### src/rtl/iepr_pkg.sv
// Constants for the interrupt enable and priority register slice.
// Assumes an APB master on pclk; sources sit outside, the arbiter inside iepr_top.
// What this block does
// Enable bit 1 passes request, 0 blocks
// Priority code zero disables the source entirely
// Codes one to seven map to levels linearly
// Unimplemented and spare bits ignore writes, read zero
// Word3 bit 14 gates calendar request only
// Word3 bit 13 gates DMA channel 5
// Without CAN, CAN enables have no effect
// Code seven is highest; higher code wins
// Reset clears enables, priorities load level four
package iepr_pkg;

  // ----------------------------------------------------------------
  // Register byte offsets
  // ----------------------------------------------------------------
  localparam logic [7:0] OFS_EN3   = 8'h00; // Enable word 3
  localparam logic [7:0] OFS_EN4   = 8'h04; // Enable word 4
  localparam logic [7:0] OFS_PRI0  = 8'h08; // Priority word 0
  localparam logic [7:0] OFS_PRI1  = 8'h0c; // Priority word 1
  localparam logic [7:0] OFS_PRI2  = 8'h10; // Priority word 2
  localparam logic [7:0] OFS_PRI3  = 8'h14; // Priority word 3
  localparam logic [7:0] OFS_STAT  = 8'h18; // Sticky event status
  localparam logic [7:0] OFS_CLR   = 8'h1c; // Write one to clear
  localparam logic [7:0] OFS_IEN   = 8'h20; // Event interrupt enable

  // ----------------------------------------------------------------
  // Field layout and reset values
  // ----------------------------------------------------------------
  localparam logic [15:0] EN3_MASK  = 16'h6000; // Bits 14 and 13
  localparam logic [15:0] EN4_MASK  = 16'h007e; // Bits 6 down to 1
  localparam logic [15:0] PRI_MASK  = 16'h7777; // Spare bits cleared
  localparam logic [15:0] PRI3_MASK = 16'h0777; // Bits 15..11 spare
  localparam logic [15:0] EN_RST    = 16'h0000; // Enables cleared
  localparam logic [15:0] PRI_RST   = 16'h4444; // Level four
  localparam logic [15:0] PRI3_RST  = 16'h0444; // Level four
  localparam int          EN3_CAL   = 14;       // Calendar gate
  localparam int          EN3_DMA5  = 13;       // DMA ch5 gate
  localparam int          EN4_CANTX = 6;        // CAN tx gate
  localparam logic [2:0]  LVL_OFF   = 3'h0;     // Source disabled
  localparam int          NSRC      = 15;       // Prioritised sources
  localparam int          NEVT      = 2;        // Status event bits
  localparam int          EVT_PSLV  = 0;      // Bad address access
  localparam int          EVT_WIN   = 1;      // New winner pending

  // Decoded APB register select
  typedef enum logic [9:0] {
    IEPR_S_EN3  = 10'h001,
    IEPR_S_EN4  = 10'h002,
    IEPR_S_PRI0 = 10'h004,
    IEPR_S_PRI1 = 10'h008,
    IEPR_S_PRI2 = 10'h010,
    IEPR_S_PRI3 = 10'h020,
    IEPR_S_STAT = 10'h040,
    IEPR_S_CLR  = 10'h080,
    IEPR_S_IEN  = 10'h100,
    IEPR_S_NONE = 10'h200
  } iepr_sel_e;

endpackage

### src/rtl/iepr_arb.sv
// Priority arbiter over the prioritised sources.
// Assumes requests already gated; level zero never wins.
`timescale 1ns/1ps

module iepr_arb #(
  parameter int N = 15
) (
  input  wire logic [N-1:0]   req,
  input  wire logic [3*N-1:0] lvl,
  output      logic           any,
  output      logic [2:0]     win_lvl,
  output      logic [4:0]     win_id
);

  // ----------------------------------------------------------------
  // Highest code wins, lowest index on a tie
  // ----------------------------------------------------------------
  always_comb begin
    any     = 1'b0;
    win_lvl = iepr_pkg::LVL_OFF;
    win_id  = 5'h00;
    for (int i = 0; i < N; i++) begin
      // Strict greater keeps the lowest index among equals
      if (req[i] && (lvl[3*i +: 3] > win_lvl)) begin
        any     = 1'b1;
        win_lvl = lvl[3*i +: 3];
        win_id  = 5'(i);
      end
    end
  end

endmodule // iepr_arb

### src/rtl/iepr_top.sv
// Enable and priority register slice with APB access and arbitration.
// Assumes flags come in as levels synchronous to pclk.
//
// Our own choices: the APB register port and the address map.
`timescale 1ns/1ps

module iepr_top #(
  parameter bit HAS_CAN = 1'b1 // Variant carries the CAN controller
) (
  input  wire logic        pclk,
  input  wire logic        presetn,
  input  wire logic        psel,
  input  wire logic        penable,
  input  wire logic        pwrite,
  input  wire logic [7:0]  paddr,
  input  wire logic [31:0] pwdata,
  output      logic [31:0] prdata,
  output      logic        pready,
  output      logic        pslverr,
  input  wire logic [15:0] flag3,
  input  wire logic [15:0] flag4,
  input  wire logic [14:0] src_flag,
  output      logic [15:0] req3,
  output      logic [15:0] req4,
  output      logic        cpu_irq,
  output      logic [2:0]  cpu_lvl,
  output      logic [4:0]  cpu_id,
  output      logic        irq
);

  // ----------------------------------------------------------------
  // State
  // ----------------------------------------------------------------
  typedef struct packed {
    logic [15:0]           en3;    // Enable word 3
    logic [15:0]           en4;    // Enable word 4
    logic [3:0][15:0]      pri;    // Priority words 0..3
    logic [iepr_pkg::NEVT-1:0] stat; // Sticky events
    logic [iepr_pkg::NEVT-1:0] ien;  // Event enables
    logic [31:0]           rdata;  // Read data
    logic                  ready;  // Access phase answer
    logic                  err;    // Slave error
    logic [15:0]           req3;   // Gated word 3 requests
    logic [15:0]           req4;   // Gated word 4 requests
    logic                  cirq;   // Processor request
    logic [2:0]            clvl;   // Winning level
    logic [4:0]            cid;    // Winning source
    logic                  irq;    // Event interrupt
  } iepr_state_s;

  iepr_state_s st_r;  // Registered state
  iepr_state_s st_nxt; // Next state

  logic            arb_any; // Some gated source has a level
  logic [2:0]      arb_lvl; // Arbiter level
  logic [4:0]      arb_id;  // Arbiter winner
  logic [14:0]     src_req; // Priority-gated requests
  logic [44:0]     src_lvl; // Levels packed per source

  // ----------------------------------------------------------------
  // Address decode, shared by read and write paths
  // ----------------------------------------------------------------
  function automatic iepr_pkg::iepr_sel_e dec(input logic [7:0] a);
    case (a)
      iepr_pkg::OFS_EN3:  dec = iepr_pkg::IEPR_S_EN3;
      iepr_pkg::OFS_EN4:  dec = iepr_pkg::IEPR_S_EN4;
      iepr_pkg::OFS_PRI0: dec = iepr_pkg::IEPR_S_PRI0;
      iepr_pkg::OFS_PRI1: dec = iepr_pkg::IEPR_S_PRI1;
      iepr_pkg::OFS_PRI2: dec = iepr_pkg::IEPR_S_PRI2;
      iepr_pkg::OFS_PRI3: dec = iepr_pkg::IEPR_S_PRI3;
      iepr_pkg::OFS_STAT: dec = iepr_pkg::IEPR_S_STAT;
      iepr_pkg::OFS_CLR:  dec = iepr_pkg::IEPR_S_CLR;
      iepr_pkg::OFS_IEN:  dec = iepr_pkg::IEPR_S_IEN;
      default:            dec = iepr_pkg::IEPR_S_NONE;
    endcase
  endfunction

  // Implemented bits of a priority word
  function automatic logic [15:0] pmask(input int k);
    pmask = (k == 3) ? iepr_pkg::PRI3_MASK : iepr_pkg::PRI_MASK;
  endfunction

  // CAN gate forced off on variants without CAN
  localparam logic [15:0] EN4_LIVE = HAS_CAN ? iepr_pkg::EN4_MASK :
    (iepr_pkg::EN4_MASK & ~(16'h0001 << iepr_pkg::EN4_CANTX));

  // ----------------------------------------------------------------
  // Per-source levels: zero code disables the source
  // ----------------------------------------------------------------
  genvar g;
  generate
    for (g = 0; g < iepr_pkg::NSRC; g++) begin : g_src
      // Field g sits in word g/4, nibble g%4, low three bits
      assign src_lvl[3*g +: 3] = st_r.pri[g/4][4*(g%4) +: 3];
      assign src_req[g] = src_flag[g] &&
        (src_lvl[3*g +: 3] != iepr_pkg::LVL_OFF);
    end
  endgenerate

  iepr_arb #(.N(iepr_pkg::NSRC)) u_arb (
    .req     (src_req),
    .lvl     (src_lvl),
    .any     (arb_any),
    .win_lvl (arb_lvl),
    .win_id  (arb_id)
  );

  // ----------------------------------------------------------------
  // Next-state logic
  // ----------------------------------------------------------------
  always_comb begin
    iepr_pkg::iepr_sel_e s;
    logic                acc;
    logic [15:0]         wd;
    logic [iepr_pkg::NEVT-1:0] ev;
    logic [iepr_pkg::NEVT-1:0] clr;
    s      = dec(paddr);
    acc    = psel && penable && !st_r.ready;
    wd     = pwdata[15:0];
    ev     = '0;
    clr    = '0;
    st_nxt = st_r;
    st_nxt.ready = acc;
    st_nxt.err   = acc && (s == iepr_pkg::IEPR_S_NONE);
    st_nxt.rdata = 32'h0000_0000;
    if (acc && pwrite) begin
      // Unimplemented bits are masked on write
      case (s)
        iepr_pkg::IEPR_S_EN3:
          st_nxt.en3 = wd & iepr_pkg::EN3_MASK;
        iepr_pkg::IEPR_S_EN4:
          st_nxt.en4 = wd & EN4_LIVE;
        iepr_pkg::IEPR_S_PRI0: st_nxt.pri[0] = wd & pmask(0);
        iepr_pkg::IEPR_S_PRI1: st_nxt.pri[1] = wd & pmask(1);
        iepr_pkg::IEPR_S_PRI2: st_nxt.pri[2] = wd & pmask(2);
        iepr_pkg::IEPR_S_PRI3: st_nxt.pri[3] = wd & pmask(3);
        iepr_pkg::IEPR_S_CLR:  clr = wd[iepr_pkg::NEVT-1:0];
        iepr_pkg::IEPR_S_IEN:  st_nxt.ien = wd[iepr_pkg::NEVT-1:0];
        default: ;
      endcase
    end else if (acc) begin
      // Read path, stored values already hold zeros in spares
      case (s)
        iepr_pkg::IEPR_S_EN3:  st_nxt.rdata = {16'h0000, st_r.en3};
        iepr_pkg::IEPR_S_EN4:  st_nxt.rdata = {16'h0000, st_r.en4};
        iepr_pkg::IEPR_S_PRI0: st_nxt.rdata = {16'h0000, st_r.pri[0]};
        iepr_pkg::IEPR_S_PRI1: st_nxt.rdata = {16'h0000, st_r.pri[1]};
        iepr_pkg::IEPR_S_PRI2: st_nxt.rdata = {16'h0000, st_r.pri[2]};
        iepr_pkg::IEPR_S_PRI3: st_nxt.rdata = {16'h0000, st_r.pri[3]};
        iepr_pkg::IEPR_S_STAT:
          st_nxt.rdata = {30'h0000_0000, st_r.stat};
        iepr_pkg::IEPR_S_IEN:
          st_nxt.rdata = {30'h0000_0000, st_r.ien};
        default: st_nxt.rdata = 32'h0000_0000;
      endcase
    end
    // Request gating toward the controller
    st_nxt.req3 = flag3 & st_r.en3;
    st_nxt.req4 = flag4 & st_r.en4;
    st_nxt.cirq = arb_any;
    st_nxt.clvl = arb_lvl;
    st_nxt.cid  = arb_id;
    // Events: set wins over clear
    ev[iepr_pkg::EVT_PSLV] = acc && (s == iepr_pkg::IEPR_S_NONE);
    ev[iepr_pkg::EVT_WIN]  = arb_any && (arb_id != st_r.cid ||
                             !st_r.cirq);
    st_nxt.stat = (st_r.stat & ~clr) | ev;
    st_nxt.irq  = |(st_nxt.stat & st_nxt.ien);
  end

  // ----------------------------------------------------------------
  // State register
  // ----------------------------------------------------------------
  always_ff @(posedge pclk or negedge presetn) begin
    if (!presetn) begin
      st_r        <= '0;
      st_r.en3    <= iepr_pkg::EN_RST;
      st_r.en4    <= iepr_pkg::EN_RST;
      st_r.pri[0] <= iepr_pkg::PRI_RST;
      st_r.pri[1] <= iepr_pkg::PRI_RST;
      st_r.pri[2] <= iepr_pkg::PRI_RST;
      st_r.pri[3] <= iepr_pkg::PRI3_RST;
    end else begin
      st_r <= st_nxt;
    end
  end

  // Outputs straight from flip-flops
  assign prdata  = st_r.rdata;
  assign pready  = st_r.ready;
  assign pslverr = st_r.err;
  assign req3    = st_r.req3;
  assign req4    = st_r.req4;
  assign cpu_irq = st_r.cirq;
  assign cpu_lvl = st_r.clvl;
  assign cpu_id  = st_r.cid;
  assign irq     = st_r.irq;

  // ----------------------------------------------------------------
  // Checks
  // ----------------------------------------------------------------
  AST_GATE3: assert property (@(posedge pclk) disable iff (!presetn)
    req3 == ($past(flag3) & $past(st_r.en3)))
    else $error("word3 gating wrong");
  AST_SPARE: assert property (@(posedge pclk) disable iff (!presetn)
    (st_r.en3 & ~iepr_pkg::EN3_MASK) == 16'h0000 &&
    (st_r.pri[0] & ~iepr_pkg::PRI_MASK) == 16'h0000)
    else $error("spare bit set");
  AST_ZERO: assert property (@(posedge pclk) disable iff (!presetn)
    cpu_irq |-> cpu_lvl != iepr_pkg::LVL_OFF)
    else $error("zero level raised request");
  AST_LVL: assert property (@(posedge pclk) disable iff (!presetn)
    $past(arb_any) |-> cpu_lvl == $past(arb_lvl))
    else $error("level not forwarded");
  AST_CAL: assert property (@(posedge pclk) disable iff (!presetn)
    req3[iepr_pkg::EN3_CAL] |-> $past(st_r.en3[iepr_pkg::EN3_CAL]))
    else $error("calendar passed while gated");
  AST_DMA5: assert property (@(posedge pclk) disable iff (!presetn)
    req3[iepr_pkg::EN3_DMA5] |-> $past(flag3[iepr_pkg::EN3_DMA5]))
    else $error("dma5 request without flag");
  AST_CAN: assert property (@(posedge pclk) disable iff (!presetn)
    !HAS_CAN |-> !req4[iepr_pkg::EN4_CANTX])
    else $error("can request on variant without can");
  AST_TOP: assert property (@(posedge pclk) disable iff (!presetn)
    $past(src_req[0]) && $past(src_lvl[2:0]) == 3'h7 |->
    cpu_lvl == 3'h7)
    else $error("level seven lost");
  AST_RST: assert property (@(posedge pclk)
    $rose(presetn) |-> st_r.pri[1] == iepr_pkg::PRI_RST &&
    st_r.en4 == iepr_pkg::EN_RST)
    else $error("reset values wrong");

  // ----------------------------------------------------------------
  // Further checks on gating, spares, answers, arbitration and reset
  // ----------------------------------------------------------------
  // Word 4 gating follows its flags one cycle late
  AST_GATE4: assert property (@(posedge pclk) disable iff (!presetn)
    req4 == ($past(flag4) & $past(st_r.en4)))
    else $error("word4 gating wrong");
  // Spare bits of word 4 and priority words 1 and 2 stay clear
  AST_SPARE_HI: assert property (@(posedge pclk) disable iff (!presetn)
    (st_r.en4 & ~iepr_pkg::EN4_MASK) == 16'h0000 &&
    (st_r.pri[1] & ~iepr_pkg::PRI_MASK) == 16'h0000 &&
    (st_r.pri[2] & ~iepr_pkg::PRI_MASK) == 16'h0000)
    else $error("spare bit set in upper words");
  // The top field of priority word 3 is spare as well
  AST_SPARE_PRI3: assert property (@(posedge pclk) disable iff (!presetn)
    (st_r.pri[3] & ~iepr_pkg::PRI3_MASK) == 16'h0000)
    else $error("spare bit set in priority word3");
  // Registers are at most 16 bits wide; the upper half always reads zero
  AST_RDZERO: assert property (@(posedge pclk) disable iff (!presetn)
    pready |-> prdata[31:16] == 16'h0000)
    else $error("upper read half not zero");
  // An error answer comes with ready and carries no data
  AST_ERRZERO: assert property (@(posedge pclk) disable iff (!presetn)
    pslverr |-> pready && prdata == 32'h0000_0000)
    else $error("error answer carries data");
  // The answer stands for one cycle only
  AST_READY: assert property (@(posedge pclk) disable iff (!presetn)
    pready |=> !pready)
    else $error("pready held too long");
  // The processor request follows the arbiter exactly
  AST_ANY: assert property (@(posedge pclk) disable iff (!presetn)
    cpu_irq == $past(arb_any))
    else $error("processor request not forwarded");
  // With no level-qualified request nothing may reach the core
  AST_OFF: assert property (@(posedge pclk) disable iff (!presetn)
    $past(src_req) == 15'h0000 |-> !cpu_irq)
    else $error("request without a live level");
  // A winner is always one of the prioritised sources
  AST_ID: assert property (@(posedge pclk) disable iff (!presetn)
    cpu_irq |-> cpu_id < iepr_pkg::NSRC)
    else $error("winner index out of range");
  // Calendar request needs its own flag
  AST_CAL_FLAG: assert property (@(posedge pclk) disable iff (!presetn)
    req3[iepr_pkg::EN3_CAL] |-> $past(flag3[iepr_pkg::EN3_CAL]))
    else $error("calendar request without flag");
  // DMA ch5 request needs its enable
  AST_DMA5_EN: assert property (@(posedge pclk) disable iff (!presetn)
    req3[iepr_pkg::EN3_DMA5] |-> $past(st_r.en3[iepr_pkg::EN3_DMA5]))
    else $error("dma5 passed while gated");
  // Without CAN the stored gate itself never sets
  AST_CAN_EN: assert property (@(posedge pclk) disable iff (!presetn)
    !HAS_CAN |-> !st_r.en4[iepr_pkg::EN4_CANTX])
    else $error("can gate stored on variant without can");
  // Word 3 and enable word 3 also come out of reset right
  AST_RST3: assert property (@(posedge pclk)
    $rose(presetn) |-> st_r.pri[3] == iepr_pkg::PRI3_RST &&
    st_r.en3 == iepr_pkg::EN_RST)
    else $error("reset values of word3 wrong");

endmodule // iepr_top

### config.mk
export PLATFORM = sky130hd
export DESIGN_NAME = iepr_top
export DESIGN_NICKNAME = d
export VERILOG_FILES = /design/src/rtl/iepr_pkg.sv /design/src/rtl/iepr_arb.sv /design/src/rtl/iepr_top.sv
export SDC_FILE = /design/constraint.sdc
export NUM_CORES = 1
export LEC_CHECK = 0
export ABC_AREA = 1
export BUFFER_PORTS_ARGS = -buffer_cell sky130_fd_sc_hd__buf_2
export CAP_MARGIN = 0
export CORE_MARGIN = 2
export CORE_UTILIZATION = 40
export CTS_BUF_LIST = sky130_fd_sc_hd__clkbuf_16
export CTS_CLUSTER_SIZE = 16
export DETAILED_ROUTE_END_ITERATION = 6
export GPL_TIMING_DRIVEN = 0
export SETUP_SLACK_MARGIN = 0.1
export SLEW_MARGIN = 25
export SYNTH_ARGS = -nofsm -noshare
export SYNTH_HDL_FRONTEND = slang
export SYNTH_SLANG_ARGS = --single-unit
### constraint.sdc
create_clock -name pclk -period 20.9 [get_ports pclk]
set_clock_uncertainty 0.2 [all_clocks]
set_input_delay 3.135 -clock pclk [delete_from_list [all_inputs] [get_ports pclk]]
set_output_delay 3.135 -clock pclk [all_outputs]
set_load 0.01 [all_outputs]
==> flow_summary.ini, run 1 <==
[sta]
fin_ws_ns = 1.72
slew_headroom = 0.540
slew_viol_final = 0
fin_crit_ns = 19.18
tns_ns = 0
period_share = 0.918
rsz0062_at_grt = no
hold_violations = 0
max_freq_mhz = 52.1
finalSetupViolations = 0
worst_pin_slew_ns = 0.687

[flow_run]
maxCapViolCount = 0

[worst_setup_path]
startpoint = src_flag[0]
slowest_delay_ns = 0.32
end_kind = flip-flop
crit_buf_inv = 5
critPathArrivalTime_ns = 19.22
worstSetupPathType = in2reg
critPathMaxFanout = 10
required_ns = 20.93
critPathLaunchType = primary input
r2r_start = src_lvl[2]
crit_family = simple AND/OR/NAND/NOR gates
critPathMostFrequentCell = nand2_2
reg2reg_setup_slack_ns = 3.95
worst_path_max_delay_cell = ha_1

[hold_path]
min_from = pready
hold_class = reg2reg

[cells_and_area]
nets = 1007
antenna_cells = 0
fill_cells = 1482
synthToLayoutAreaGrowth_pct = 19.4
drive_gt1_frac = 0.278
final_cell_mix = nand2_1, inv_1, buf_2, o21ai_0, dfrtp_1
final_util = 0.485
layout_commonest_cell = nand2_1

[route]
via_count = 5210
drc = 0
route.antenna.remaining_nets = 0
drt-vias-per-instance = 4.81
drt-initial-drc-count = 290
wl_per_cell_um = 14.2
drt-total-wl_mm = 15.4
first_pass_iters = 4

[logic_synthesis]
ys_seq_elements = 89
post-synth-top-area-cell = dfrtp_1
ys.flop_type = dfrtp_1
synth_area_leaders = dfrtp_1, nand2_1, buf_4
yosys_warnings = 0
synth_edf_count = 0
synthCells = 760
avgSynthCellArea_um2 = 7.70
yosys.cell_types.count = 38
synth_area_um2 = 5850
yosysSeqAreaShare = 0.384
synth-async-reset-ratio = 1.00
synth_top_area_frac = 0.316

[floorplan]
dieArea_um2 = 15600
core_um2 = 14400
die_w_um = 125
ios = 168
rows = 44
die_h_um = 125
initial_core_util = 0.406

[clocking]
root_buffer = clkbuf_16
htreeDepth = 3
cts_buffers = 9
clock_latency_ns = 0.34
cts.sinks = 89
cts_tree = yes
cts_buffer_depth = 2
clk_pin_slew_ns = 0.06

[power_and_ir_drop]
power_density_nw_per_um2 = 53.1
power.total_mw = 0.371
ir_worst_vdd_v = 0.0000389
p_leak_nw = 3.67

[placed_design]
portBuffers = 80
dpl.hpwl_mm = 12.3
gp_congestion = 0.876
pre_cts_ws_ns = 0.435

[grt]
grt-busiest-layer = met2
grt_pass1_vias = 4846
antenna_found_initial = 0
use_met3 = 0.0372
globalRouteOverflowTotal = 0
grt_max_degree = 57
grtUsageTotal = 0.202
met1_usage = 0.266
met2_usage = 0.338
grt_pass1_wl_mm = 25.0

[status]
status = complete, no violations
## cells in the mapped netlist, types with 2 or more instances
cell type and n:
nor2_1 28, a221oi_1 6, a31oi_1 4, o21ai_1 8
nand2_1 176, o32ai_1 3, o21a_1 4, nor3_1 9
a21oi_1 34, or2_2 7, clkbuf_1 12, nand2_4 8
dfstp_2 15, dfrtp_1 74, nand3_1 23, o31ai_1 5
a41oi_1 2, nor4_1 2, a21boi_0 2, o21ai_0 80
nand4_1 7, buf_4 72, ha_1 20, o22ai_1 8
nand3_2 18, nand2_2 25, inv_1 97
## where the power goes
| group | internal, mW | total [mW] | switching (mW) |
|---|---|---|---|
| Combinational | 0.0152 | 0.0371 | 0.0219 |
| Sequential | 0.175 | 0.177 | 0.00208 |
| Clock | 0.0909 | 0.157 | 0.0665 |
| Total | 0.281 | 0.371 | 0.0905 |
## cell type report
type                    instances  area (um2)  share of cell area
multi-input cells             530        2830               0.404
flip-flops and latches         89        2250               0.321
plain buffers                  85         597              0.0854
repair buffers                 81         434              0.0621
inverters                      99         372              0.0532
well taps                     184         230              0.0329
clock buffers                   9         225              0.0322
clock inverters                 7        58.8             0.00841
## worst paths after layout
check                               to  cells after the start
setup / recovery                   irq                    102
hold / removal                  pready                      1
setup reg to reg                   irq                    103
hold reg to reg                 pready                      1
max in group asynchronous  src_lvl[20]                      2
min in group asynchronous      req4[3]                      1
## routing by layer
layer	wire, um	vias to the layer above
li1	-	2650
met1	6690	2385
met2	7460	154
met3	962	21
met4	334	0
met5	0	-
## state kept, by name, indices dropped and copies added (netlist names)
name,cells
cpu_id,4
req3,2
req4,6
cpu_irq,1
src_lvl,45
st_r,12
pready,1
prdata,13
cpu_lvl,3
irq,1
pslverr,1
## worst reg2reg max path, delay by kind of cell (launching register included)
kind                       cells  cell delay, ns
AOI/OAI and AO/OA             25            4.67
adders and majority gates     14            3.89
buffers and inverters          4            0.34
DFF                            1            0.58
and+or+nand+nor               60            7.14
## per-stage QoR
step / instances / area [um2] / hold slack, ns
2_1_floorplan: 803 / 6010 / 0.246
3_5_place_dp: 1068 / 6680 / 0.250
5_1_grt: 1084 / 6990 / 0.308
4_1_cts: 1084 / 6960 / 0.269
3_3_place_gp: 1067 / 6640 / 0.260
6_report: 1084 / 6990 / 0.266
## timing repair
action,CTS,global route
resized for setup,0,11
hold buffers,0,0
endpoints found under the setup margin,0,7
endpoints found under the hold margin,0,0
buffers inserted,0,0
## logic make-up (layout without fill, tap and decap cells)
logic type | after synthesis | count (layout) | synth area share
DFF | 89 | 89 | 0.384
and+or+nand+nor | 306 | 306 | 0.253
buffers and inverters | 184 | 281 | 0.165
AOI/OAI and AO/OA | 159 | 159 | 0.152
muxes | 1 | 1 | 0.00192
other | 1 | 44 | 0.000641
adders and majority gates | 20 | 20 | 0.0428
No activity file was read; power rests on OpenSTA's default activity.
==> inputs of run 2 (changes only) <==
--- a/config.mk
+++ b/config.mk
@@ -6,5 +6,5 @@
 export NUM_CORES = 1
 export LEC_CHECK = 0
-export ABC_AREA = 1
+export ABC_AREA = 0
 export BUFFER_PORTS_ARGS = -buffer_cell sky130_fd_sc_hd__buf_2
 export CAP_MARGIN = 0
--- a/constraint.sdc
+++ b/constraint.sdc
@@ -3,3 +3,3 @@
 set_input_delay 3.135 -clock pclk [delete_from_list [all_inputs] [get_ports pclk]]
 set_output_delay 3.135 -clock pclk [all_outputs]
-set_load 0.01 [all_outputs]
+set_load 0.05 [all_outputs]
==> flow_summary.ini, run 2 <==
[floorplan]
ios = 168
die_h_um = 129
core_um2 = 15300
initial_core_util = 0.409
dieArea_um2 = 16600
die_w_um = 129
rows = 45

[cells_and_area]
synthToLayoutAreaGrowth_pct = 34.5
fill_cells = 1377
multiInputGateArea_um2 = 4050
regArea_um2 = 2250
antenna_cells = 0
final_cell_mix = buf_4, buf_2, dfrtp_1, mux2_2, nand2_1
layout_commonest_cell = buf_4
nets = 960
largest_reg_flops = 45
drive_gt1_frac = 0.469
final_util = 0.550

[worst_setup_path]
critPathArrivalTime_ns = 20.23
slowest_delay_ns = 0.43
end_kind = flip-flop
critPathMostFrequentCell = ha_4
critPathMaxFanout = 6
worstSetupPathType = in2reg
crit_family = compound AO/OA/AOI/OAI gates
crit_buf_inv = 10
critPathLaunchType = primary input
worst_path_max_delay_cell = a221o_1
required_ns = 20.91

[placed_design]
dpl.hpwl_mm = 13.7
gp_congestion = 0.867
portBuffers = 80
pre_cts_ws_ns = -2.80

[logic_synthesis]
synthAdderAreaFrac = 0.0433
synth_most_common_cell = dfrtp_1
synth_area_um2 = 6250
avgSynthCellArea_um2 = 9.38
ys.flop_type = dfrtp_1
yosys.cell_types.count = 81
post-synth-top-area-cell = dfrtp_1
synth_edf_count = 0
synth-async-reset-ratio = 1.00
synth_top_family_by_area = compound AO/OA/AOI/OAI gates
synth_area_leaders = dfrtp_1, mux2_2, buf_4
synth_top_area_frac = 0.296
synthCells = 666
synth_compound_area_frac = 0.213
yosys_warnings = 0
yosysSeqAreaShare = 0.360
synth-xor-area-share = 0.00140
synthSimpleGateAreaFrac = 0.149
ys_top_cells_by_count = dfrtp_1, buf_4, nand2_1
ys_seq_elements = 89
muxShareOfSynthArea = 0.116

[sta]
period_share = 0.968
finalSetupViolations = 0
holdWs_ns = 0.311
fin_ws_ns = 0.675
rsz0062_at_grt = yes
slew_headroom = 0.401
fin_crit_ns = 20.22
hold_violations = 0
worst_pin_slew_ns = 0.890
max_freq_mhz = 49.4
slew_viol_final = 0

[clocking]
cts_buffer_depth = 2
clk_pin_slew_ns = 0.06
htreeDepth = 3
root_buffer = clkbuf_16
cts_hold_buf = 0
cts_tree = yes
cts.sinks = 89
clock_latency_ns = 0.33
cts_buffers = 9

[hold_path]
hold_class = reg2reg

[route]
drt-initial-drc-count = 368
route.antenna.remaining_nets = 0
drt-total-wl_mm = 18.5
drc = 0
via_count = 5657
drt-vias-per-instance = 5.32
first_pass_iters = 4
wl_per_cell_um = 17.4

[power_and_ir_drop]
power_density_nw_per_um2 = 50.1
p_leak_nw = 4.04
ir_worst_vdd_v = 0.0000445

[grt]
grtUsageTotal = 0.216
antenna_found_initial = 0
grt_pass1_vias = 5345
grt_pass1_wl_mm = 27.8
grt_max_degree = 49
globalRouteOverflowTotal = 0

[flow_run]
maxCapViolCount = 0

[status]
status = complete, no violations
==> run 2: cell types whose count changed in the layout (fill, tap and decap cells not counted), moves of 17 or more <==
cell | previous run | this run
a22oi_1 | 0 | 19
nand3_2 | 18 | 1
mux2_2 | 1 | 56
buf_4 | 72 | 120
and2_1 | 0 | 19
o21ai_0 | 74 | 16
inv_1 | 100 | 32
nand2_1 | 175 | 52
nand2_2 | 26 | 6
==> run 2: what timing repair did <==
| item | CTS | global route |
|---|---|---|
| pin swaps | 22 | 80 |
| buffers inserted | 23 | 24 |
| resized for setup | 51 | 87 |
| gates cloned | 0 | 0 |
| setup endpoints to repair | 10 | 10 |
==> run 2: through the flow <==
stage	cells	power (mW)	setup TNS, ns	area, um2
2_1_floorplan	709	0.232	0	6410
3_3_place_gp	1000	0.250	-19.25	7070
3_5_place_dp	1001	0.252	-22.82	7110
4_1_cts	1040	0.416	0	7790
5_1_grt	1064	0.438	-0.282	8400
6_report	1064	0.421	0	8400
==> run 2: routing by layer <==
layer	GRT usage	vias to the layer above	part of all wire
li1	-	2697	-
met1	0.285	2772	0.42
met2	0.371	171	0.51
met3	0.0328	17	0.056
met4	0.0575	0	0.013
met5	0	-	0
==> run 2: cells by family (layout without fill, tap and decap cells) <==
family / after synthesis / in the layout
buffers and inverters: 123 / 267
other: 1 / 44
multiplexers: 64 / 64
XOR/XNOR: 1 / 1
AO/OA/AOI/OAI: 179 / 179
adder cells (fa/ha/maj): 22 / 22
flip-flops: 89 / 89
AND/OR/NAND/NOR: 187 / 187
==> run 2: final cells by class <==
type / count / area share
sequential: 89 / 0.267
timing repair buffer: 128 / 0.0949
tap: 211 / 0.0314
inverter: 36 / 0.0164
clock inverter: 7 / 0.00849
clock buffer: 9 / 0.0268
multi-input combinational: 497 / 0.482
buffer: 87 / 0.0727
==> run 2: path summary, 6_finish.rpt <==
| path | from | to | slack, ns | depth (start not counted) |
|---|---|---|---|---|
| setup / recovery | src_flag[0] | st_r[79] | 0.68 | 102 |
| hold / removal | st_r[147] | req4[3] | 0.31 | 1 |
| setup reg to reg | src_lvl[2] | st_r[79] | 2.97 | 101 |
| hold reg to reg | st_r[147] | req4[3] | 0.31 | 1 |
| max in group asynchronous | presetn | src_lvl[17] | 17.38 | 2 |
| min in group asynchronous | presetn | pslverr | 2.51 | 1 |
==> run 2: report_power, final <==
part	total, mW	switching (mW)	internal, mW
Combinational	0.0804	0.0515	0.0289
Sequential	0.180	0.00404	0.176
Clock	0.160	0.0672	0.0926
==> inputs of run 3 (changes only) <==
Settings changed: BUFFER_PORTS_ARGS -buffer_cell sky130_fd_sc_hd__buf_2 to -buffer_cell sky130_fd_sc_hd__buf_4, GPL_TIMING_DRIVEN 0 to 1, TNS_END_PERCENT from default to 50.
==> flow_summary.ini, run 3 (synthesis gave the netlist of run 2 again) <==
[cells_and_area]
final_cell_mix = buf_4, dfrtp_1, mux2_2, nand2_1, conb_1
fill_cells = 1386
largest_reg_flops = 45
synthToLayoutAreaGrowth_pct = 29.3
finalNonFillerCells = 1007
antenna_cells = 0
layout_commonest_cell = buf_4
regArea_um2 = 2250
nets = 903
drive_gt1_frac = 0.428
multiInputGateArea_um2 = 3910
final_util = 0.529

[worst_setup_path]
critPathMostFrequentCell = ha_4
critPathArrivalTime_ns = 20.21
r2r_start = src_lvl[2]
crit_family = compound AO/OA/AOI/OAI gates
critPathMaxFanout = 7
required_ns = 20.96
end_kind = flip-flop
worst_path_max_delay_cell = a221o_1
critPathLaunchType = primary input
crit_buf_inv = 12
slowest_delay_ns = 0.37
startpoint = src_flag[0]
worstSetupPathType = in2reg

[route]
drt-initial-drc-count = 353
route.antenna.remaining_nets = 0
first_pass_iters = 5
via_count = 5453
drc = 0
drt-total-wl_mm = 17.8
wl_per_cell_um = 17.6
drt-vias-per-instance = 5.42

[placed_design]
dpl.hpwl_mm = 13.4
portBuffers = 80
gp_congestion = 0.885
pre_cts_ws_ns = -0.853
placedCellCount = 966

[floorplan]
die_w_um = 129
dieArea_um2 = 16600
core_um2 = 15300
die_h_um = 129
initial_core_util = 0.409
ios = 168
rows = 45

[hold_path]
min_from = st_r[173]
hold_class = reg2reg

[power_and_ir_drop]
ir_worst_vdd_v = 0.0000335
combinationalPowerShare = 0.174
p_sw_mw = 0.120
swShare = 0.281
power.total_mw = 0.425
power_density_nw_per_um2 = 52.6
p_int_mw = 0.306
clkPwrFrac = 0.401
power.share.sequential = 0.425
p_leak_nw = 3.76

[sta]
hold_violations = 0
fin_crit_ns = 20.15
slew_viol_final = 0
worst_pin_slew_ns = 0.983
max_freq_mhz = 49.6
finalSetupViolations = 0
slew_headroom = 0.342
period_share = 0.964
fin_ws_ns = 0.749
holdWs_ns = 0.302

[clocking]
clock_latency_ns = 0.34
cts_buffer_depth = 2
cts_tree = yes
cts_buffers = 9
clk_pin_slew_ns = 0.06
cts.sinks = 89
root_buffer = clkbuf_16
htreeDepth = 3

[grt]
grt_pass1_wl_mm = 27.0
globalRouteOverflowTotal = 0
antenna_found_initial = 0
grt_max_degree = 90
grtUsageTotal = 0.209
grt_pass1_vias = 5211

[status]
status = complete, no violations

[flow_run]
maxCapViolCount = 0
-- run 3: final cells by class --
type,count,area share
multi-input combinational,497,0.484
sequential,89,0.278
timing repair buffer,158,0.149
tap,211,0.0327
clock buffer,9,0.0279
inverter,36,0.0170
clock inverter,7,0.0110
-- run 3: through the flow --
step           cell area [um2]  TNS [ns]
6_report                  8080         0
4_1_cts                   7460         0
2_1_floorplan             6410         0
5_1_grt                   8080    -0.209
3_3_place_gp              7070     -1.66
3_5_place_dp              7080     -4.90
-- run 3: layer usage --
layer	share of wire	global-route usage	wire length, um	vias up
met5	0	0	0	-
met4	0.018	0.0652	316	0
met2	0.49	0.348	8640	165
li1	-	-	-	2578
met3	0.049	0.0378	866	23
met1	0.45	0.278	7930	2687
-- run 3: power by group through the flow --
stage / Combinational, mW / Sequential [mW] / Clock [mW]
final: 0.0741 / 0.181 / 0.171
after global routing: 0.0798 / 0.181 / 0.180
after CTS: 0.0676 / 0.180 / 0.174
after detailed placement: 0.0666 / 0.183 / 0
after global placement: 0.0651 / 0.183 / 0
after floorplan: 0.0487 / 0.184 / 0
-- run 3: final timing paths --
check / end / slack [ns] / cells past startpoint
max in group asynchronous: req4[4] / 17.31 / 1
min: req3[13] / 0.30 / 1
max reg2reg: st_r[79] / 3.04 / 103
min reg2reg: req3[13] / 0.30 / 1
max: st_r[79] / 0.75 / 104
min in group asynchronous: pready / 2.64 / 1
-- run 3: what timing repair did --
item / in CTS / in global routing
hold endpoints to repair: 0 / 0
gates resized for setup: 15 / 93
pin swaps: 6 / 65
hold buffers: 0 / 0
buffers inserted: 2 / 23
endpoints found under the setup margin: 8 / 10
